File: src/dfd_pkg.sv
/*
 * Shared constants for the serial frame link between a host controller
 * and a quad-channel output converter: frame fields, register groups,
 * control selects, reset values, host register map and link timing.
 * Assumes a 50 MHz system clock on both ends.
 */
package dfd_pkg;
   // Frame layout
   localparam int FRAME_BITS      = 24;
   localparam int FRAME_CHK_BITS  = 32;
   localparam int CHECK_BITS      = 8;
   localparam int POS_RW          = 23;
   localparam int POS_DEV_HI      = 22;
   localparam int POS_DEV_LO      = 21;
   localparam int POS_GRP_HI      = 20;
   localparam int POS_GRP_LO      = 18;
   localparam int POS_CH_HI       = 17;
   localparam int POS_CH_LO       = 16;
   localparam int POS_CONTROL_REGISTER_SELECT_HI     = 15;
   localparam int POS_CONTROL_REGISTER_SELECT_LO     = 13;
   // Register groups
   localparam logic [2:0] GRP_CODE     = 3'h0;
   localparam logic [2:0] GRP_GAIN     = 3'h2;
   localparam logic [2:0] GRP_GAIN_ALL = 3'h3;
   localparam logic [2:0] GRP_OFS      = 3'h4;
   localparam logic [2:0] GRP_OFS_ALL  = 3'h5;
   localparam logic [2:0] GRP_CLR      = 3'h6;
   localparam logic [2:0] GRP_CTRL     = 3'h7;
   // Control register selects
   localparam logic [2:0] CONTROL_REGISTER_SELECT_MAIN    = 3'h0;
   localparam logic [2:0] CONTROL_REGISTER_SELECT_DACCTL  = 3'h1;
   localparam logic [2:0] CONTROL_REGISTER_SELECT_SW      = 3'h2;
   localparam logic [2:0] CONTROL_REGISTER_SELECT_DCDC    = 3'h3;
   localparam logic [2:0] CONTROL_REGISTER_SELECT_SLEW    = 3'h4;
   // Control field positions
   localparam int POS_OUT_ON       = 6;
   localparam int POS_CONV_ON      = 7;
   localparam int POS_INT_EN       = 8;
   localparam int POS_CHK_EN       = 12;
   localparam logic [11:0] SW_RESET_KEY = 12'h555;
   // Values after reset
   localparam logic [15:0] RST_CODE = 16'h0000;
   localparam logic [15:0] RST_GAIN = 16'hffff;
   localparam logic [15:0] RST_OFS  = 16'h8000;
   localparam logic [15:0] RST_CLR  = 16'h0000;
   localparam logic [15:0] RST_CTRL = 16'h0000;
   // Timing
   localparam int CLK_MHZ         = 50;
   localparam int OUT_WAIT_US     = 200;
   localparam int OUT_WAIT_CYCLES = OUT_WAIT_US * CLK_MHZ;
   localparam int CAL_CYCLES      = 64;
   localparam int SCLK_HALF       = 4;
   localparam int HW_RST_CYCLES   = 8;
   // Host register map
   localparam logic [7:0] A_FRAME  = 8'h00;
   localparam logic [7:0] A_STATUS = 8'h04;
   localparam logic [7:0] A_CTRL   = 8'h08;
   localparam int ST_BUSY    = 0;
   localparam int ST_RSTDONE = 1;
   localparam int ST_DCDC    = 2;
   localparam int ST_REFUSED = 3;
   localparam int CT_CHK     = 0;
   localparam int CT_HWRST   = 1;
   localparam int CT_CODE_LO = 8;
endpackage : dfd_pkg

File: src/dfd_link_if.sv
/*
 * Serial link between host and converter: serial clock, frame select,
 * serial data and the hardware reset pin. All wires one-way.
 * Assumes the host makes the serial clock; the device samples it.
 */
`timescale 1ns/1ps
interface dfd_link_if;
   logic sclk;
   logic sync_n;
   logic sdin;
   logic reset_n;
   modport host (output sclk, output sync_n, output sdin, output reset_n);
   modport dev  (input sclk, input sync_n, input sdin, input reset_n);
endinterface : dfd_link_if

File: src/dfd_host.sv
/*
 * Host end: AHB-Lite slave whose frame register sends one frame over the
 * link, guarding the setup sequence, plus a hardware reset pulse.
 * Assumes one AHB-Lite master, single word transfers; the device end
 * samples data on falling serial clock edges.
 */
// The register offsets and the AHB-Lite register port were decided locally.
`timescale 1ns/1ps
module dfd_host
   import dfd_pkg::*;
#(
   parameter int WAIT_CYC = dfd_pkg::OUT_WAIT_CYCLES
) (
   // System
   input  wire logic        hclk,
   input  wire logic        hresetn,
   // AHB-Lite slave
   input  wire logic        hsel,
   input  wire logic [31:0] haddr,
   input  wire logic  [1:0] htrans,
   input  wire logic        hwrite,
   input  wire logic  [2:0] hsize,
   input  wire logic [31:0] hwdata,
   input  wire logic        hready,
   output logic             hreadyout,
   output logic             hresp,
   output logic      [31:0] hrdata,
   // Link
   dfd_link_if.host         link
);
   import dfd_pkg::*;

   localparam int WW = $clog2(WAIT_CYC + 1);

   typedef enum logic [2:0] {
      S_IDLE  = 3'b000,
      S_HOLD  = 3'b001,
      S_SHIFT = 3'b010,
      S_TAIL  = 3'b011,
      S_RST   = 3'b100
   } dfd_st_t;

   dfd_st_t     st;
   logic        a_vld;
   logic        a_wr;
   logic  [7:0] a_addr;
   logic [23:0] last_frame;
   logic        chk;
   logic  [7:0] chk_code;
   logic        reset_done;
   logic        dcdc_done;
   logic        refused;
   logic  [3:0] code_seen;
   logic [WW-1:0] wait_cnt [4];

   assign hreadyout = 1'b1;
   assign hresp     = 1'b0;

   // Address phase capture; read data registered for the data phase
   always_ff @(posedge hclk or negedge hresetn) begin
      if (!hresetn) begin
         a_vld  <= 1'b0;
         a_wr   <= 1'b0;
         a_addr <= 8'h0;
         hrdata <= 32'h0;
      end else begin
         a_vld  <= hsel & hready & htrans[1];
         a_wr   <= hwrite;
         a_addr <= haddr[7:0];
         if (hsel & hready & htrans[1] & ~hwrite) begin
            unique case (haddr[7:0])
               A_FRAME:  hrdata <= {8'h0, last_frame};
               A_STATUS: hrdata <= {28'h0, refused, dcdc_done,
                                    reset_done, st != S_IDLE};
               A_CTRL:   hrdata <= {16'h0, chk_code, 7'h0, chk};
               default:  hrdata <= 32'h0;
            endcase
         end
      end
   end

   logic wr_frame;
   logic wr_status;
   logic wr_ctrl;

   assign wr_frame  = a_vld & a_wr & (a_addr == A_FRAME);
   assign wr_status = a_vld & a_wr & (a_addr == A_STATUS);
   assign wr_ctrl   = a_vld & a_wr & (a_addr == A_CTRL);

   // Classify the frame being written
   logic [2:0] w_grp;
   logic [2:0] w_control_register_select;
   logic [1:0] w_ch;
   logic       w_swrst;
   logic       w_dcdc;
   logic       w_dacctl;
   logic       w_code;
   logic       w_outon;
   logic       w_ok;

   assign w_grp    = hwdata[POS_GRP_HI:POS_GRP_LO];
   assign w_control_register_select   = hwdata[POS_CONTROL_REGISTER_SELECT_HI:POS_CONTROL_REGISTER_SELECT_LO];
   assign w_ch     = hwdata[POS_CH_HI:POS_CH_LO];
   assign w_swrst  = (w_grp == GRP_CTRL) & (w_control_register_select == CONTROL_REGISTER_SELECT_SW)
                     & (hwdata[11:0] == SW_RESET_KEY);
   assign w_dcdc   = (w_grp == GRP_CTRL) & (w_control_register_select == CONTROL_REGISTER_SELECT_DCDC);
   assign w_dacctl = (w_grp == GRP_CTRL) & (w_control_register_select == CONTROL_REGISTER_SELECT_DACCTL);
   assign w_code   = w_grp == GRP_CODE;
   assign w_outon  = w_dacctl & hwdata[POS_OUT_ON];
   assign w_ok = (st == S_IDLE) & ~hwdata[POS_RW]
               & (reset_done | w_swrst)
               & ~(w_dacctl & ~dcdc_done)
               & ~(w_outon & ~code_seen[w_ch]);

   // Sequence tracking; refused is set over a clear in the same cycle
   always_ff @(posedge hclk or negedge hresetn) begin
      if (!hresetn) begin
         reset_done <= 1'b0;
         dcdc_done  <= 1'b0;
         code_seen  <= 4'h0;
         refused    <= 1'b0;
      end else begin
         if (wr_frame & ~w_ok)
            refused <= 1'b1;
         else if (wr_status & hwdata[ST_REFUSED])
            refused <= 1'b0;
         if (st == S_RST || (wr_frame && w_ok && w_swrst)) begin
            reset_done <= 1'b1;
            dcdc_done  <= 1'b0;
            code_seen  <= 4'h0;
         end else if (wr_frame & w_ok) begin
            if (w_dcdc)
               dcdc_done <= 1'b1;
            if (w_code)
               code_seen[w_ch] <= 1'b1;
            // Range change: output off demands a fresh code
            else if (w_dacctl & ~hwdata[POS_OUT_ON])
               code_seen[w_ch] <= 1'b0;
         end
      end
   end

   // Settling timers started by each code frame
   always_ff @(posedge hclk or negedge hresetn) begin
      if (!hresetn) begin
         for (int i = 0; i < 4; i++)
            wait_cnt[i] <= '0;
      end else begin
         for (int i = 0; i < 4; i++) begin
            if (wr_frame && w_ok && w_code && w_ch == 2'(i))
               wait_cnt[i] <= WW'(WAIT_CYC);
            else if (wait_cnt[i] != '0)
               wait_cnt[i] <= wait_cnt[i] - WW'(1);
         end
      end
   end

   always_ff @(posedge hclk or negedge hresetn) begin
      if (!hresetn) begin
         chk      <= 1'b0;
         chk_code <= 8'h0;
      end else if (wr_ctrl) begin
         chk      <= hwdata[CT_CHK];
         chk_code <= hwdata[CT_CODE_LO +: 8];
      end
   end

   // Serial engine
   logic  [2:0] dcnt;
   logic        tick;
   logic  [5:0] bcnt;
   logic [31:0] sh;
   logic  [1:0] hold_ch;
   logic  [5:0] nbits;

   assign tick  = dcnt == 3'(SCLK_HALF - 1);
   assign nbits = chk ? 6'(FRAME_CHK_BITS) : 6'(FRAME_BITS);

   always_ff @(posedge hclk or negedge hresetn) begin
      if (!hresetn) begin
         st           <= S_IDLE;
         dcnt         <= 3'h0;
         bcnt         <= 6'h0;
         sh           <= 32'h0;
         hold_ch      <= 2'h0;
         last_frame   <= 24'h0;
         link.sclk    <= 1'b1;
         link.sync_n  <= 1'b1;
         link.reset_n <= 1'b1;
      end else begin
         // Held at zero while waiting, so the first edge keeps its setup
         dcnt <= (st == S_IDLE || st == S_HOLD || tick) ? 3'h0 : dcnt + 3'h1;
         unique case (st)
            S_IDLE: begin
               bcnt <= 6'h0;
               if (wr_ctrl & hwdata[CT_HWRST]) begin
                  link.reset_n <= 1'b0;
                  st           <= S_RST;
               end else if (wr_frame & w_ok) begin
                  last_frame <= hwdata[23:0];
                  sh         <= {hwdata[23:0], chk_code};
                  hold_ch    <= w_ch;
                  st         <= w_outon ? S_HOLD : S_SHIFT;
                  link.sync_n <= w_outon;
               end
            end
            S_HOLD: begin
               if (wait_cnt[hold_ch] == '0) begin
                  link.sync_n <= 1'b0;
                  st          <= S_SHIFT;
               end
            end
            S_SHIFT: begin
               if (tick) begin
                  link.sclk <= ~link.sclk;
                  if (!link.sclk) begin
                     sh   <= {sh[30:0], 1'b0};
                     bcnt <= bcnt + 6'h1;
                     if (bcnt == nbits - 6'h1)
                        st <= S_TAIL;
                  end
               end
            end
            S_TAIL: begin
               if (tick) begin
                  link.sync_n <= 1'b1;
                  st          <= S_IDLE;
               end
            end
            S_RST: begin
               bcnt <= bcnt + 6'h1;
               if (bcnt == 6'(HW_RST_CYCLES - 1)) begin
                  link.reset_n <= 1'b1;
                  st           <= S_IDLE;
               end
            end
            default: st <= S_IDLE;
         endcase
      end
   end

   assign link.sdin = sh[31];
endmodule : dfd_host

File: src/flat_wrapper.sv
// flat-port wrapper written by rule: the top's interface ports become plain ports
module dfd_host_flat import dfd_pkg::*;
#(
   parameter int WAIT_CYC = dfd_pkg::OUT_WAIT_CYCLES
)
  (hclk, hresetn, hsel, haddr, htrans, hwrite, hsize, hwdata, hready, hreadyout, hresp, hrdata, link_sclk, link_sync_n, link_sdin, link_reset_n);
  dfd_link_if link_i ();
  input  wire logic hclk;
  input  wire logic hresetn;
  input  wire logic hsel;
  input  wire logic [31:0] haddr;
  input  wire logic  [1:0] htrans;
  input  wire logic hwrite;
  input  wire logic  [2:0] hsize;
  input  wire logic [31:0] hwdata;
  input  wire logic hready;
  output logic hreadyout;
  output logic hresp;
  output logic      [31:0] hrdata;
  output wire logic [$bits(link_i.sclk)-1:0] link_sclk;
  output wire logic [$bits(link_i.sync_n)-1:0] link_sync_n;
  output wire logic [$bits(link_i.sdin)-1:0] link_sdin;
  output wire logic [$bits(link_i.reset_n)-1:0] link_reset_n;
  assign link_sclk = link_i.sclk;
  assign link_sync_n = link_i.sync_n;
  assign link_sdin = link_i.sdin;
  assign link_reset_n = link_i.reset_n;
  dfd_host #(.WAIT_CYC(WAIT_CYC)) u_core (.hclk(hclk), .hresetn(hresetn), .hsel(hsel), .haddr(haddr), .htrans(htrans), .hwrite(hwrite), .hsize(hsize), .hwdata(hwdata), .hready(hready), .hreadyout(hreadyout), .hresp(hresp), .hrdata(hrdata), .link(link_i));
endmodule
File: config.mk
export PLATFORM = sky130hd
export DESIGN_NAME = dfd_host_flat
export DESIGN_NICKNAME = d
export VERILOG_FILES = /design/src/dfd_pkg.sv /design/src/dfd_link_if.sv /design/src/dfd_host.sv /design/src/flat_wrapper.sv
export SDC_FILE = /design/constraint.sdc
export NUM_CORES = 1
export LEC_CHECK = 0
export BUFFER_PORTS_ARGS = -buffer_cell sky130_fd_sc_hd__buf_4
export CAP_MARGIN = 25
export CORE_MARGIN = 4
export CORE_UTILIZATION = 55
export DETAILED_ROUTE_END_ITERATION = 6
export PLACE_DENSITY = 0.77
export SLEW_MARGIN = 40
export SYNTH_ARGS = -nofsm -noshare
export SYNTH_HDL_FRONTEND = slang
export SYNTH_SLANG_ARGS = --single-unit
File: constraint.sdc
create_clock -name hclk -period 3.4 [get_ports hclk]
set_clock_uncertainty 0.2 [all_clocks]
set_input_delay 0.34 -clock hclk [delete_from_list [all_inputs] [get_ports hclk]]
set_output_delay 0.34 -clock hclk [all_outputs]
set_load 0.02 [all_outputs]
==> insert_results.sql, run 1 <==
INSERT INTO impl_metrics (metric_group, metric, value, unit) VALUES
('status', 'run_status', 'completed', ''),
('routing', 'route.vias.total', '6384', ''),
('routing', 'total_routed_length', '19120', 'um'),
('setup_path', 'critical_path.startpoint_type', 'input pin', ''),
('floorplanning', 'die_height', '131.2', 'um'),
('power', 'netSwitchingFraction', '0.2835', ''),
('sta', 'max_clock_freq', '328.9', 'MHz'),
('placement', 'detailedPlace.worstSlack', '509.8', 'ps'),
('worst_hold_path', 'holdCritStartpoint', 'hwdata[15]', ''),
('layout', 'final_layout_size_suffix_gt1_frac', '0.1865', ''),
('sta', 'postLayoutSetupSlackWorst', '359.4', 'ps'),
('power', 'internal_dissipation', '0.003617', 'W'),
('floorplanning', 'start_util', '0.5675', ''),
('setup_path', 'worst_setup_ep_type', 'flop', ''),
('setup_path', 'ff2ff_setup_slack', '600', 'ps'),
('global_route', 'grt_antenna_before_repair', '0', ''),
('power', 'p_comb_frac', '0.133', ''),
('power', 'worst_ir_drop_vdd', '0.3449', 'mV'),
('synth', 'ys_dominant_reg_cell', 'sky130_fd_sc_hd__dfrtp_1', ''),
('sta', 'final.min_clock_period', '3041', 'ps'),
('clock_network', 'cts_buffer_depth', '2', ''),
('clock_network', 'cts.sink_count', '177', ''),
('global_route', 'globalRouteOverflowTotal', '0', ''),
('clock_network', 'cts.clk_slew.worst_paths', '70', 'ps'),
('setup_path', 'arr_time_crit_path', '3120', 'ps'),
('setup_path', 'path_cells', 'dlygate4sd3_1 -> buf_4 -> nand4bb_1 -> or4_4 -> o31ai_4 -> nand4b_4 -> nor3_2 -> nor2_1', ''),
('routing', 'avgRoutedWirePerCell', '17.62', 'um'),
('global_route', 'vias_in_the_first_global_route', '6691', ''),
('worst_hold_path', 'min_path_type', 'input pin to flop', ''),
('synth', 'synth_seq_area_share', '0.5314', ''),
('layout', 'antenna_cells_inserted', '0', ''),
('synth', 'postSynth.asyncResetShare', '1.000', ''),
('synth', 'synth.ff_latch_count', '177', ''),
('sta', 'fin_crit_sh', '0.8943', ''),
('floorplanning', 'io-pin-count', '112', ''),
('sta', 'maxSlewViolCount', '0', ''),
('floorplanning', 'floorplan.core_area', '0.01470', 'sq mm'),
('layout', 'design.final.nets', '969', ''),
('synth', 'synthDistinctLibCells', '59', ''),
('sta', 'setup-tns-final', '0', 'ps'),
('worst_hold_path', 'whs_endpoint', 'u_core.last_frame[15]', ''),
('synth', 'syn_area_per_cell', '10.51', 'sq um'),
('floorplanning', 'fp-row-count', '44', ''),
('power', 'p_clk_frac', '0.380', ''),
('global_route', 'grt_start_max_net_pins', '81', ''),
('clock_network', 'ctsHtreeMaxLevel', '4', ''),
('worst_hold_path', 'min_path_cells', '2', ''),
('clock_network', 'cts-buffers-inserted', '17', ''),
('synth', 'synthesis.area', '0.008342', 'sq mm'),
('setup_path', 'crit_type', 'input pin to flop', ''),
('power', 'share_seq_of_total_power', '0.488', ''),
('global_route', 'grt_use_total', '0.2320', ''),
('power', 'p_leak', '4.451', 'nW'),
('synth', 'postSynthCellCount', '794', ''),
('routing', 'route.detailed.drc', '0', ''),
('synth', 'post_synth_edffs', '0', ''),
('setup_path', 'reg2reg_depth', '6', ''),
('sta', 'setup_repair_after_global_routing_missed_its_margin', 'no', ''),
('setup_path', 'critical-path-max-stage-delay', '580', 'ps'),
('setup_path', 'cp_num_buf_inv', '2', ''),
('run', 'cap_violations', '0', ''),
('clock_network', 'cts_tree', 'yes', ''),
('layout', 'layout.cells.most_common_list', '174 x sky130_fd_sc_hd__dfrtp_1, 94 x sky130_fd_sc_hd__o21ai_0, 80 x sky130_fd_sc_hd__buf_4, 73 x sky130_fd_sc_hd__nor2_1, 72 x sky130_fd_sc_hd__nand2_1', ''),
('layout', 'fill_cell_count', '1099', ''),
('sta', 'tightest_slew', '702.5', 'ps'),
('routing', 'dr_pass1_iterations', '6', ''),
('layout', 'area_delta_synth_final', '18.55', '%'),
('routing', 'avgViaCountPerCell', '5.884', ''),
('floorplanning', 'die_area', '0.01720', 'sq mm'),
('floorplanning', 'floorplan.die.width', '131.2', 'um'),
('synth', 'synth_top_cell_by_area', 'sky130_fd_sc_hd__dfrtp_1', '');
==> worst max-delay path by stage <==
stage	start	endpoint	slack, ps	depth (start not counted)
floorplan	hwdata[16]	u_core.last_frame[10]	870	7
global placement	hwdata[11]	u_core.wait_cnt[7]	570	7
detailed placement	hwdata[11]	u_core.wait_cnt[35]	510	7
CTS	hwdata[11]	u_core.wait_cnt[33]	390	8
global route	hwdata[9]	u_core.wait_cnt[33]	200	8
finish	hwdata[11]	u_core.wait_cnt[33]	360	8
==> power by group through the flow <==
stage / clock, W / sequential, W / combinational [W]
floorplan: 0 / 0.00244 / 0.000473
global placement: 0 / 0.00247 / 0.000597
detailed placement: 0 / 0.00249 / 0.000644
CTS: 0.00194 / 0.00246 / 0.000674
global route: 0.00204 / 0.00248 / 0.000761
finish: 0.00192 / 0.00246 / 0.000669
==> Yosys cell counts, types with 10 or more instances <==
cell and n:
sky130_fd_sc_hd__dfrtp_1 174, sky130_fd_sc_hd__o21ai_0 95, sky130_fd_sc_hd__nor2_1 73, sky130_fd_sc_hd__nand2_1 72
sky130_fd_sc_hd__mux2i_1 42, sky130_fd_sc_hd__mux2_2 33, sky130_fd_sc_hd__clkbuf_1 27, sky130_fd_sc_hd__xnor2_1 27
sky130_fd_sc_hd__a21oi_1 22, sky130_fd_sc_hd__nor3_1 21, sky130_fd_sc_hd__inv_1 18, sky130_fd_sc_hd__xor2_1 15
sky130_fd_sc_hd__a22o_1 12, sky130_fd_sc_hd__nand2b_1 12, sky130_fd_sc_hd__nor4_1 12, sky130_fd_sc_hd__buf_4 10
sky130_fd_sc_hd__or4_1 10
==> worst register-to-register path: stages (launching register included) <==
cell and delay [ps]:
sky130_fd_sc_hd__dfrtp_1 400, sky130_fd_sc_hd__or4_1 630, sky130_fd_sc_hd__nor4_2 280, sky130_fd_sc_hd__nor3b_1 380
sky130_fd_sc_hd__o22ai_1 220, sky130_fd_sc_hd__nor3_1 250, sky130_fd_sc_hd__mux2_2 370
==> layout make-up <==
cell class / instances / share of cell area
clock buffer: 17 / 0.04302
clock inverter: 15 / 0.01518
inverter: 18 / 0.006832
multi-input combinational: 564 / 0.3712
sequential: 177 / 0.4483
tap: 184 / 0.02328
timing repair buffer: 110 / 0.09223
==> state kept, by name, summed over array words and instances (netlist names), 3 cells and up <==
name               flops
u_core.last_frame     23
u_core.st              3
u_core.bcnt            6
u_core.chk_code        8
u_core.a_addr          8
u_core.sh             32
u_core.hrdata         24
u_core.code_seen       4
u_core.wait_cnt       56
u_core.dcnt            3
==> cell families (layout without fill, tap and decap cells) <==
group / after synthesis / after routing / synth area share
mux: 76 / 76 / 0.09764
xor+xnor: 42 / 42 / 0.04410
fa+ha+maj: 7 / 7 / 0.01050
simple gates: 271 / 271 / 0.1713
buf+inv: 61 / 160 / 0.03285
flops: 177 / 177 / 0.5314
compound gates: 158 / 158 / 0.1113
other cells: 2 / 10 / 0.0009003
==> metal layers <==
layer  part of all wire  track usage  routed length, um  vias up
met5                  0            0                  0        -
met4              0.030      0.09860                569        0
met3              0.047      0.04702                897       48
met2               0.51       0.3940               9707      195
met1               0.42       0.2913               7947     3164
li1                   -            -                  -     2977
==> repair_timing <==
action                     CTS  global route
hold endpoints to repair    88             0
setup endpoints to repair    0             0
resized for setup            0             0
buffers inserted             0             0
hold buffers                28             0
==> stage by stage <==
| stage | util | hold WS [ps] | instance area, sq um | cells | power [W] |
|---|---|---|---|---|---|
| after detailed placement | 0.6145 | 139.3 | 9032 | 1025 | 0.003138 |
| final | 0.6728 | 16.00 | 9889 | 1085 | 0.005048 |
| after floorplan | - | -155.6 | 8372 | 802 | 0.002916 |
| after global placement | 0.6145 | 129.3 | 9032 | 1025 | 0.003069 |
| after CTS | 0.6727 | 3.002 | 9888 | 1085 | 0.005072 |
| after global routing | 0.6728 | 8.431 | 9889 | 1085 | 0.005281 |
(Power assumes the default switching activity.)
==> run 2, diff against run 1 <==
--- a/config.mk
+++ b/config.mk
@@ -8,9 +8,9 @@
 export BUFFER_PORTS_ARGS = -buffer_cell sky130_fd_sc_hd__buf_4
 export CAP_MARGIN = 25
 export CORE_MARGIN = 4
-export CORE_UTILIZATION = 55
+export CORE_UTILIZATION = 31
 export DETAILED_ROUTE_END_ITERATION = 6
-export PLACE_DENSITY = 0.77
+export PLACE_DENSITY = 0.48
 export SLEW_MARGIN = 40
 export SYNTH_ARGS = -nofsm -noshare
 export SYNTH_HDL_FRONTEND = slang
==> run 2 against run 1 <==
Against the previous run:
- wire length grew 6.8%
- largest cell class unchanged
- sequential power is essentially flat
- total power grew 0.71%
- critical endpoint is now u_core.sh[17]
- sequential share of layout area shrank 1.1 points
==> insert_results.sql, run 2 (same netlist as run 1, synthesis figures left out) <==
INSERT INTO impl_metrics (metric_group, metric, value, unit) VALUES
('status', 'run_status', 'completed', ''),
('clock_network', 'cts_tree', 'yes', ''),
('layout', 'largestRegisters', 'u_core.wait_cnt: 56 flops, u_core.sh: 32 flops, u_core.hrdata: 24 flops', ''),
('floorplanning', 'fp-row-count', '59', ''),
('power', 'p_leak', '4.495', 'nW'),
('sta', 'setup_viol', '0', ''),
('routing', 'avgRoutedWirePerCell', '16.45', 'um'),
('clock_network', 'root_cell_of_the_clock_tree', 'sky130_fd_sc_hd__clkbuf_16', ''),
('clock_network', 'cts_buffer_depth', '2', ''),
('placement', 'dp_hpwl', '13730', 'um'),
('sta', 'max_clock_freq', '329.8', 'MHz'),
('clock_network', 'ctsHtreeMaxLevel', '4', ''),
('layout', 'antenna_cells_inserted', '0', ''),
('power', 'worst_ir_drop_vdd', '0.3035', 'mV'),
('clock_network', 'cts.sink_count', '177', ''),
('routing', 'drt_iter0_markers', '373', ''),
('setup_path', 'arr_time_crit_path', '3170', 'ps'),
('global_route', 'grt_use_total', '0.1438', ''),
('power', 'total_power', '0.005084', 'W'),
('global_route', 'globalRouteOverflowTotal', '0', ''),
('sta', 'fin_crit_sh', '0.8918', ''),
('floorplanning', 'floorplan.die.width', '172.0', 'um'),
('sta', 'relative_slew_slack', '0.5248', ''),
('clock_network', 'cts-buffers-inserted', '17', ''),
('layout', 'area_delta_synth_final', '21.61', '%'),
('global_route', 'grt_antenna_before_repair', '0', ''),
('sta', 'tightest_slew', '708.5', 'ps'),
('setup_path', 'slowest_stage', 'sky130_fd_sc_hd__dlygate4sd3_1', ''),
('setup_path', 'crit_type', 'input pin to flop', ''),
('sta', 'setup_repair_after_global_routing_missed_its_margin', 'no', ''),
('placement', 'place_congestion', '0.7688', ''),
('global_route', 'grt_start_max_net_pins', '104', ''),
('layout', 'layoutNonFillerInstCount', '1241', ''),
('floorplanning', 'die_height', '172.0', 'um'),
('routing', 'antenna_violating_nets_post_route', '0', ''),
('floorplanning', 'io-pin-count', '112', ''),
('sta', 'hold_viol', '0', ''),
('setup_path', 'worst_setup_ep_type', 'flop', ''),
('layout', 'fill_cell_count', '2630', ''),
('routing', 'total_routed_length', '20410', 'um'),
('setup_path', 'worst_path_most_repeated_cell', 'sky130_fd_sc_hd__buf_4', ''),
('layout', 'design.final.nets', '974', ''),
('worst_hold_path', 'min_path_type', 'input pin to flop', ''),
('floorplanning', 'start_util', '0.3174', ''),
('layout', 'stdcell_area', '0.01014', 'sq mm'),
('routing', 'dr_pass1_iterations', '5', ''),
('layout', 'layout.cells.most_common_list', '174 x sky130_fd_sc_hd__dfrtp_1, 94 x sky130_fd_sc_hd__o21ai_0, 83 x sky130_fd_sc_hd__buf_4, 73 x sky130_fd_sc_hd__nor2_1, 72 x sky130_fd_sc_hd__nand2_1', ''),
('routing', 'route.vias.total', '6133', ''),
('power', 'cellPowerDensity', '501.1', 'mW/mm^2'),
('layout', 'multiInputGateArea', '0.003674', 'sq mm'),
('setup_path', 'crit_fanout', '32', ''),
('placement', 'post_dp_cell_area', '0.009288', 'sq mm'),
('run', 'cap_violations', '0', ''),
('setup_path', 'critical_path.startpoint_type', 'input pin', ''),
('sta', 'maxSlewViolCount', '0', ''),
('global_route', 'grt_pass1_wl', '33710', 'um'),
('placement', 'post-place-cells', '1181', ''),
('setup_path', 'required', '3540', 'ps'),
('sta', 'setup-tns-final', '0', 'ps'),
('clock_network', 'cts_setup_buffers', '0', ''),
('layout', 'final_layout_size_suffix_gt1_frac', '0.1898', ''),
('layout', 'registers.top_by_ff_count', 'u_core.wait_cnt', ''),
('clock_network', 'clk_lat_worst_skew', '430', 'ps'),
('routing', 'avgViaCountPerCell', '4.942', ''),
('clock_network', 'cts.clk_slew.worst_paths', '70', 'ps'),
('global_route', 'vias_in_the_first_global_route', '6153', ''),
('floorplanning', 'floorplan.core_area', '0.02628', 'sq mm'),
('routing', 'route.detailed.drc', '0', ''),
('layout', 'final-seq-area', '0.004433', 'sq mm'),
('floorplanning', 'die_area', '0.02960', 'sq mm'),
('sta', 'final.min_clock_period', '3032', 'ps'),
('placement', 'io_buffers', '65', ''),
('setup_path', 'path_cells', 'dlygate4sd3_1 -> buf_4 -> nand4bb_1 -> or4_4 -> o31ai_4 -> buf_4 -> a21oi_2 -> or2_2 -> o21ai_0', ''),
('layout', 'leading_cell_type_in_the_layout_fill_and_taps_excluded', 'sky130_fd_sc_hd__dfrtp_1', ''),
('setup_path', 'critical-path-max-stage-delay', '530', 'ps'),
('layout', 'largest_register_ff_count', '56', '');
-- run 2: layer usage --
metal / vias up / global-route usage / routed length [um]
met5: - / 0 / 0
met4: 0 / 0.03691 / 218
met3: 10 / 0.03246 / 748
met2: 101 / 0.2257 / 9573
met1: 3035 / 0.2024 / 9871
li1: 2987 / - / -
-- run 2: worst max-delay path, delay by kind of cell --
kind / cells / cell delay (ps)
AND/OR/NAND/NOR: 3 / 1220
AO/OA/AOI/OAI: 3 / 710
buffers and inverters: 3 / 890
-- run 2: power breakdown --
part | switching (W) | leakage, nW | internal [W]
Combinational | 0.000348 | 2.00 | 0.000303
Clock | 0.000869 | 0.281 | 0.00111
Sequential | 0.000176 | 2.21 | 0.00228
Total | 0.00139 | 4.49 | 0.00369
-- run 2: layout make-up --
| type | instances | share of cell area |
|---|---|---|
| inverters | 18 | 0.006660 |
| flip-flops and latches | 177 | 0.4370 |
| clock buffers | 20 | 0.04403 |
| repair buffers | 115 | 0.09608 |
| clock inverters | 12 | 0.01283 |
| multi-input cells | 564 | 0.3621 |
| well taps | 335 | 0.04132 |
-- run 2: worst paths after layout --
check / cells after the start / slack (ps) / to / startpoint
min reg2reg: 1 / 240 / u_core.dcnt[0] / u_core.dcnt[0]
max: 9 / 370 / u_core.sh[17] / hwdata[11]
min: 2 / 40 / u_core.last_frame[14] / hwdata[14]
max reg2reg: 7 / 480 / u_core.sh[17] / u_core.a_addr[5]
max in group asynchronous: 3 / 1890 / u_core.sh[11] / hresetn
min in group asynchronous: 2 / 200 / u_core.wait_cnt[44] / hresetn
-- run 2: what timing repair did --
item / in CTS / in global routing
resized for setup: 0 / 0
hold buffers: 28 / 0
endpoints found under the hold margin: 70 / 0
-- run 2: per-stage QoR --
step | hold WS, ps | utilization | setup WS (ps)
final | 36.76 | 0.3860 | 367.9
after floorplan | -155.6 | - | 870.1
after detailed placement | 87.93 | 0.3534 | 464.1
after global routing | 17.92 | 0.3860 | 226.3
after CTS | 4.359 | 0.3860 | 393.4
after global placement | 85.72 | 0.3534 | 466.1
==> run 3, diff against run 2 <==
--- a/config.mk
+++ b/config.mk
@@ -7,11 +7,9 @@
 export LEC_CHECK = 0
 export BUFFER_PORTS_ARGS = -buffer_cell sky130_fd_sc_hd__buf_4
 export CAP_MARGIN = 25
-export CORE_MARGIN = 4
 export CORE_UTILIZATION = 31
 export DETAILED_ROUTE_END_ITERATION = 6
-export PLACE_DENSITY = 0.48
-export SLEW_MARGIN = 40
+export SLEW_MARGIN = 0
 export SYNTH_ARGS = -nofsm -noshare
 export SYNTH_HDL_FRONTEND = slang
 export SYNTH_SLANG_ARGS = --single-unit
==> run 3 against run 2 <==
Against the previous run:
- maximum frequency rose by 0.49%
- register-to-register slack improved by 110 ps
- non-clock buffer count shrank 1
- final cell count hardly changed
- core utilization is 0.14 points higher
- clock power increased by 4%
- the flow now finishes with violations (design-rule violations)
- flip-flop and latch count unchanged
- critical path depth shrank 1
- count of clock-buffer cells in the layout decreased by 1
==> insert_results.sql, run 3 (same netlist as run 1, synthesis figures left out) <==
INSERT INTO impl_metrics (metric_group, metric, value, unit) VALUES
('layout', 'multiInputGateArea', '0.003670', 'sq mm'),
('sta', 'fin_crit_sh', '0.8875', ''),
('power', 'power.net_switching', '0.001394', 'W'),
('layout', 'antenna_cells_inserted', '0', ''),
('routing', 'total_routed_length', '19390', 'um'),
('floorplanning', 'start_util', '0.3183', ''),
('setup_path', 'startpoint', 'hwdata[11]', ''),
('setup_path', 'reg2reg_start', 'u_core.dcnt[0]', ''),
('clock_network', 'root_cell_of_the_clock_tree', 'sky130_fd_sc_hd__clkbuf_16', ''),
('power', 'netSwitchingFraction', '0.2705', ''),
('clock_network', 'cts-buffers-inserted', '17', ''),
('routing', 'antenna_violating_nets_post_route', '0', ''),
('routing', 'drt_iter0_markers', '349', ''),
('placement', 'place_congestion', '0.8202', ''),
('run', 'cap_violations', '0', ''),
('power', 'p_clk_frac', '0.397', ''),
('setup_path', 'critical_path.startpoint_type', 'input pin', ''),
('routing', 'dr_pass1_iterations', '7', ''),
('status', 'failed_checks', 'design-rule violations', ''),
('layout', 'final-seq-area', '0.004433', 'sq mm'),
('setup_path', 'path_cells', 'dlygate4sd3_1 -> buf_4 -> nand4bb_1 -> or4_4 -> o31ai_4 -> nand4b_4 -> or3_1 -> a21oi_1', ''),
('worst_hold_path', 'holdCritStartpoint', 'hwdata[1]', ''),
('global_route', 'grt_pass1_wl', '31920', 'um'),
('clock_network', 'cts.sink_count', '177', ''),
('setup_path', 'crit_fanout', '10', ''),
('layout', 'fill_cell_count', '2556', ''),
('layout', 'largestRegisters', 'u_core.wait_cnt: 56 flops, u_core.sh: 32 flops, u_core.hrdata: 24 flops', ''),
('layout', 'design.final.nets', '973', ''),
('global_route', 'vias_in_the_first_global_route', '6031', ''),
('layout', 'largest_register_ff_count', '56', ''),
('layout', 'stdcell_area', '0.01015', 'sq mm'),
('sta', 'tightest_slew', '857.0', 'ps'),
('placement', 'io_buffers', '65', ''),
('setup_path', 'required', '3550', 'ps'),
('sta', 'max_clock_freq', '331.4', 'MHz'),
('clock_network', 'cts.clk_slew.worst_paths', '70', 'ps'),
('setup_path', 'slowest_stage', 'sky130_fd_sc_hd__dlygate4sd3_1', ''),
('routing', 'route.detailed.drc', '2', ''),
('power', 'p_comb_frac', '0.126', ''),
('sta', 'maxSlewViolCount', '0', ''),
('global_route', 'grt_use_total', '0.1454', ''),
('power', 'worst_ir_drop_vdd', '0.2919', 'mV'),
('sta', 'worst_hold_slack', '22.72', 'ps'),
('routing', 'avgRoutedWirePerCell', '15.64', 'um'),
('sta', 'hold_viol', '0', ''),
('clock_network', 'cts_setup_buffers', '0', ''),
('power', 'p_leak', '4.484', 'nW'),
('global_route', 'globalRouteOverflowTotal', '0', ''),
('sta', 'relative_slew_slack', '0.4139', ''),
('floorplanning', 'die_area', '0.02757', 'sq mm'),
('floorplanning', 'fp-row-count', '59', ''),
('placement', 'dp_hpwl', '13170', 'um'),
('layout', 'layoutNonFillerInstCount', '1240', ''),
('clock_network', 'ctsHtreeMaxLevel', '4', ''),
('routing', 'avgViaCountPerCell', '4.954', ''),
('floorplanning', 'io-pin-count', '112', ''),
('status', 'run_status', 'finished, violations left', ''),
('layout', 'registers.top_by_ff_count', 'u_core.wait_cnt', ''),
('layout', 'area_delta_synth_final', '21.72', '%'),
('layout', 'layout.cells.most_common_list', '174 x sky130_fd_sc_hd__dfrtp_1, 94 x sky130_fd_sc_hd__o21ai_0, 84 x sky130_fd_sc_hd__buf_4, 73 x sky130_fd_sc_hd__nor2_1, 72 x sky130_fd_sc_hd__nand2_1', ''),
('clock_network', 'clk_lat_worst_skew', '430', 'ps'),
('placement', 'post_dp_cell_area', '0.009271', 'sq mm'),
('layout', 'final_layout_size_suffix_gt1_frac', '0.1890', ''),
('layout', 'leading_cell_type_in_the_layout_fill_and_taps_excluded', 'sky130_fd_sc_hd__dfrtp_1', ''),
('setup_path', 'cp_num_buf_inv', '2', ''),
('routing', 'route.vias.total', '6143', ''),
('setup_path', 'arr_time_crit_path', '3170', 'ps'),
('setup_path', 'worst_setup_ep_type', 'flop', ''),
('setup_path', 'crit_type', 'input pin to flop', ''),
('layout', 'utilization', '0.3874', ''),
('floorplanning', 'floorplan.core_area', '0.02621', 'sq mm'),
('power', 'cellPowerDensity', '507.5', 'mW/mm^2'),
('setup_path', 'cp_top_family', 'simple AND/OR/NAND/NOR gates', ''),
('clock_network', 'cts_buffer_depth', '2', ''),
('global_route', 'grt_antenna_before_repair', '0', ''),
('power', 'internal_dissipation', '0.003759', 'W'),
('power', 'share_seq_of_total_power', '0.476', ''),
('sta', 'setup_viol', '0', ''),
('sta', 'final.min_clock_period', '3017', 'ps'),
('sta', 'setup-tns-final', '0', 'ps'),
('clock_network', 'cts_tree', 'yes', ''),
('worst_hold_path', 'min_path_type', 'input pin to flop', ''),
('placement', 'post-place-cells', '1181', ''),
('floorplanning', 'floorplan.die.width', '166.0', 'um'),
('global_route', 'grt_start_max_net_pins', '66', ''),
('sta', 'setup_repair_after_global_routing_missed_its_margin', 'no', ''),
('setup_path', 'critical-path-max-stage-delay', '540', 'ps'),
('floorplanning', 'die_height', '166.0', 'um');
## run 3: cell count changes in the layout (fill, tap and decap cells not counted), moves of 2 or more
| cell | change |
|---|---|
| sky130_fd_sc_hd__clkinv_2 | -4 |
| sky130_fd_sc_hd__clkinv_4 | +4 |
| sky130_fd_sc_hd__inv_6 | -3 |
| sky130_fd_sc_hd__inv_8 | +2 |
## run 3: layout make-up
cell class | count | area share
sequential | 177 | 0.4366
multi-input combinational | 564 | 0.3614
timing repair buffer | 114 | 0.09378
clock buffer | 19 | 0.04264
tap | 335 | 0.04128
clock inverter | 13 | 0.01762
inverter | 18 | 0.006654
## run 3: path summary, 6_finish.rpt
path	endpoint	slack [ps]	cells after the start
worst max-delay path	u_core.code_seen[3]	380	8
worst min-delay path	u_core.last_frame[1]	20	2
worst max register to register	u_core.link.sync_n	590	8
worst min register to register	u_core.dcnt[0]	240	1
max in group asynchronous	u_core.link.reset_n	1910	3
min in group asynchronous	u_core.hrdata[21]	280	2
## run 3: power by group through the flow
stage	clock, W	sequential, W	combinational [W]
floorplan	0	0.00244	0.000473
global placement	0	0.00248	0.000621
detailed placement	0	0.00249	0.000634
CTS	0.00209	0.00245	0.000663
global route	0.00218	0.00249	0.000751
finish	0.00205	0.00245	0.000651
## run 3: metal layers
layer	vias up	wire length [um]	part of all wire	track usage
met2	106	9095	0.47	0.2291
met1	3033	9343	0.48	0.1990
met4	0	323	0.017	0.04835
met5	-	0	0	0
li1	2986	-	-	-
met3	18	629	0.032	0.03051
## run 3: stage by stage
step	setup slack (ps)	total power [W]
finish	382.6	0.005153
detailed placement	503.7	0.003122
CTS	394.6	0.005210
global placement	524.8	0.003103
global route	261.5	0.005412
floorplan	870.1	0.002916
## run 3: worst register-to-register path, delay by kind of cell (launching register included)
family                   cells  cell delay (ps)
AND/OR/NAND/NOR              3              860
AO/OA/AOI/OAI                2              580
adder cells (fa/ha/maj)      2              430
flip-flops                   1              390
multiplexers                 1              280
## run 3: timing repair
action	CTS	global route
gates resized for setup	0	0
endpoints found under the hold margin	92	0
hold buffers	27	0
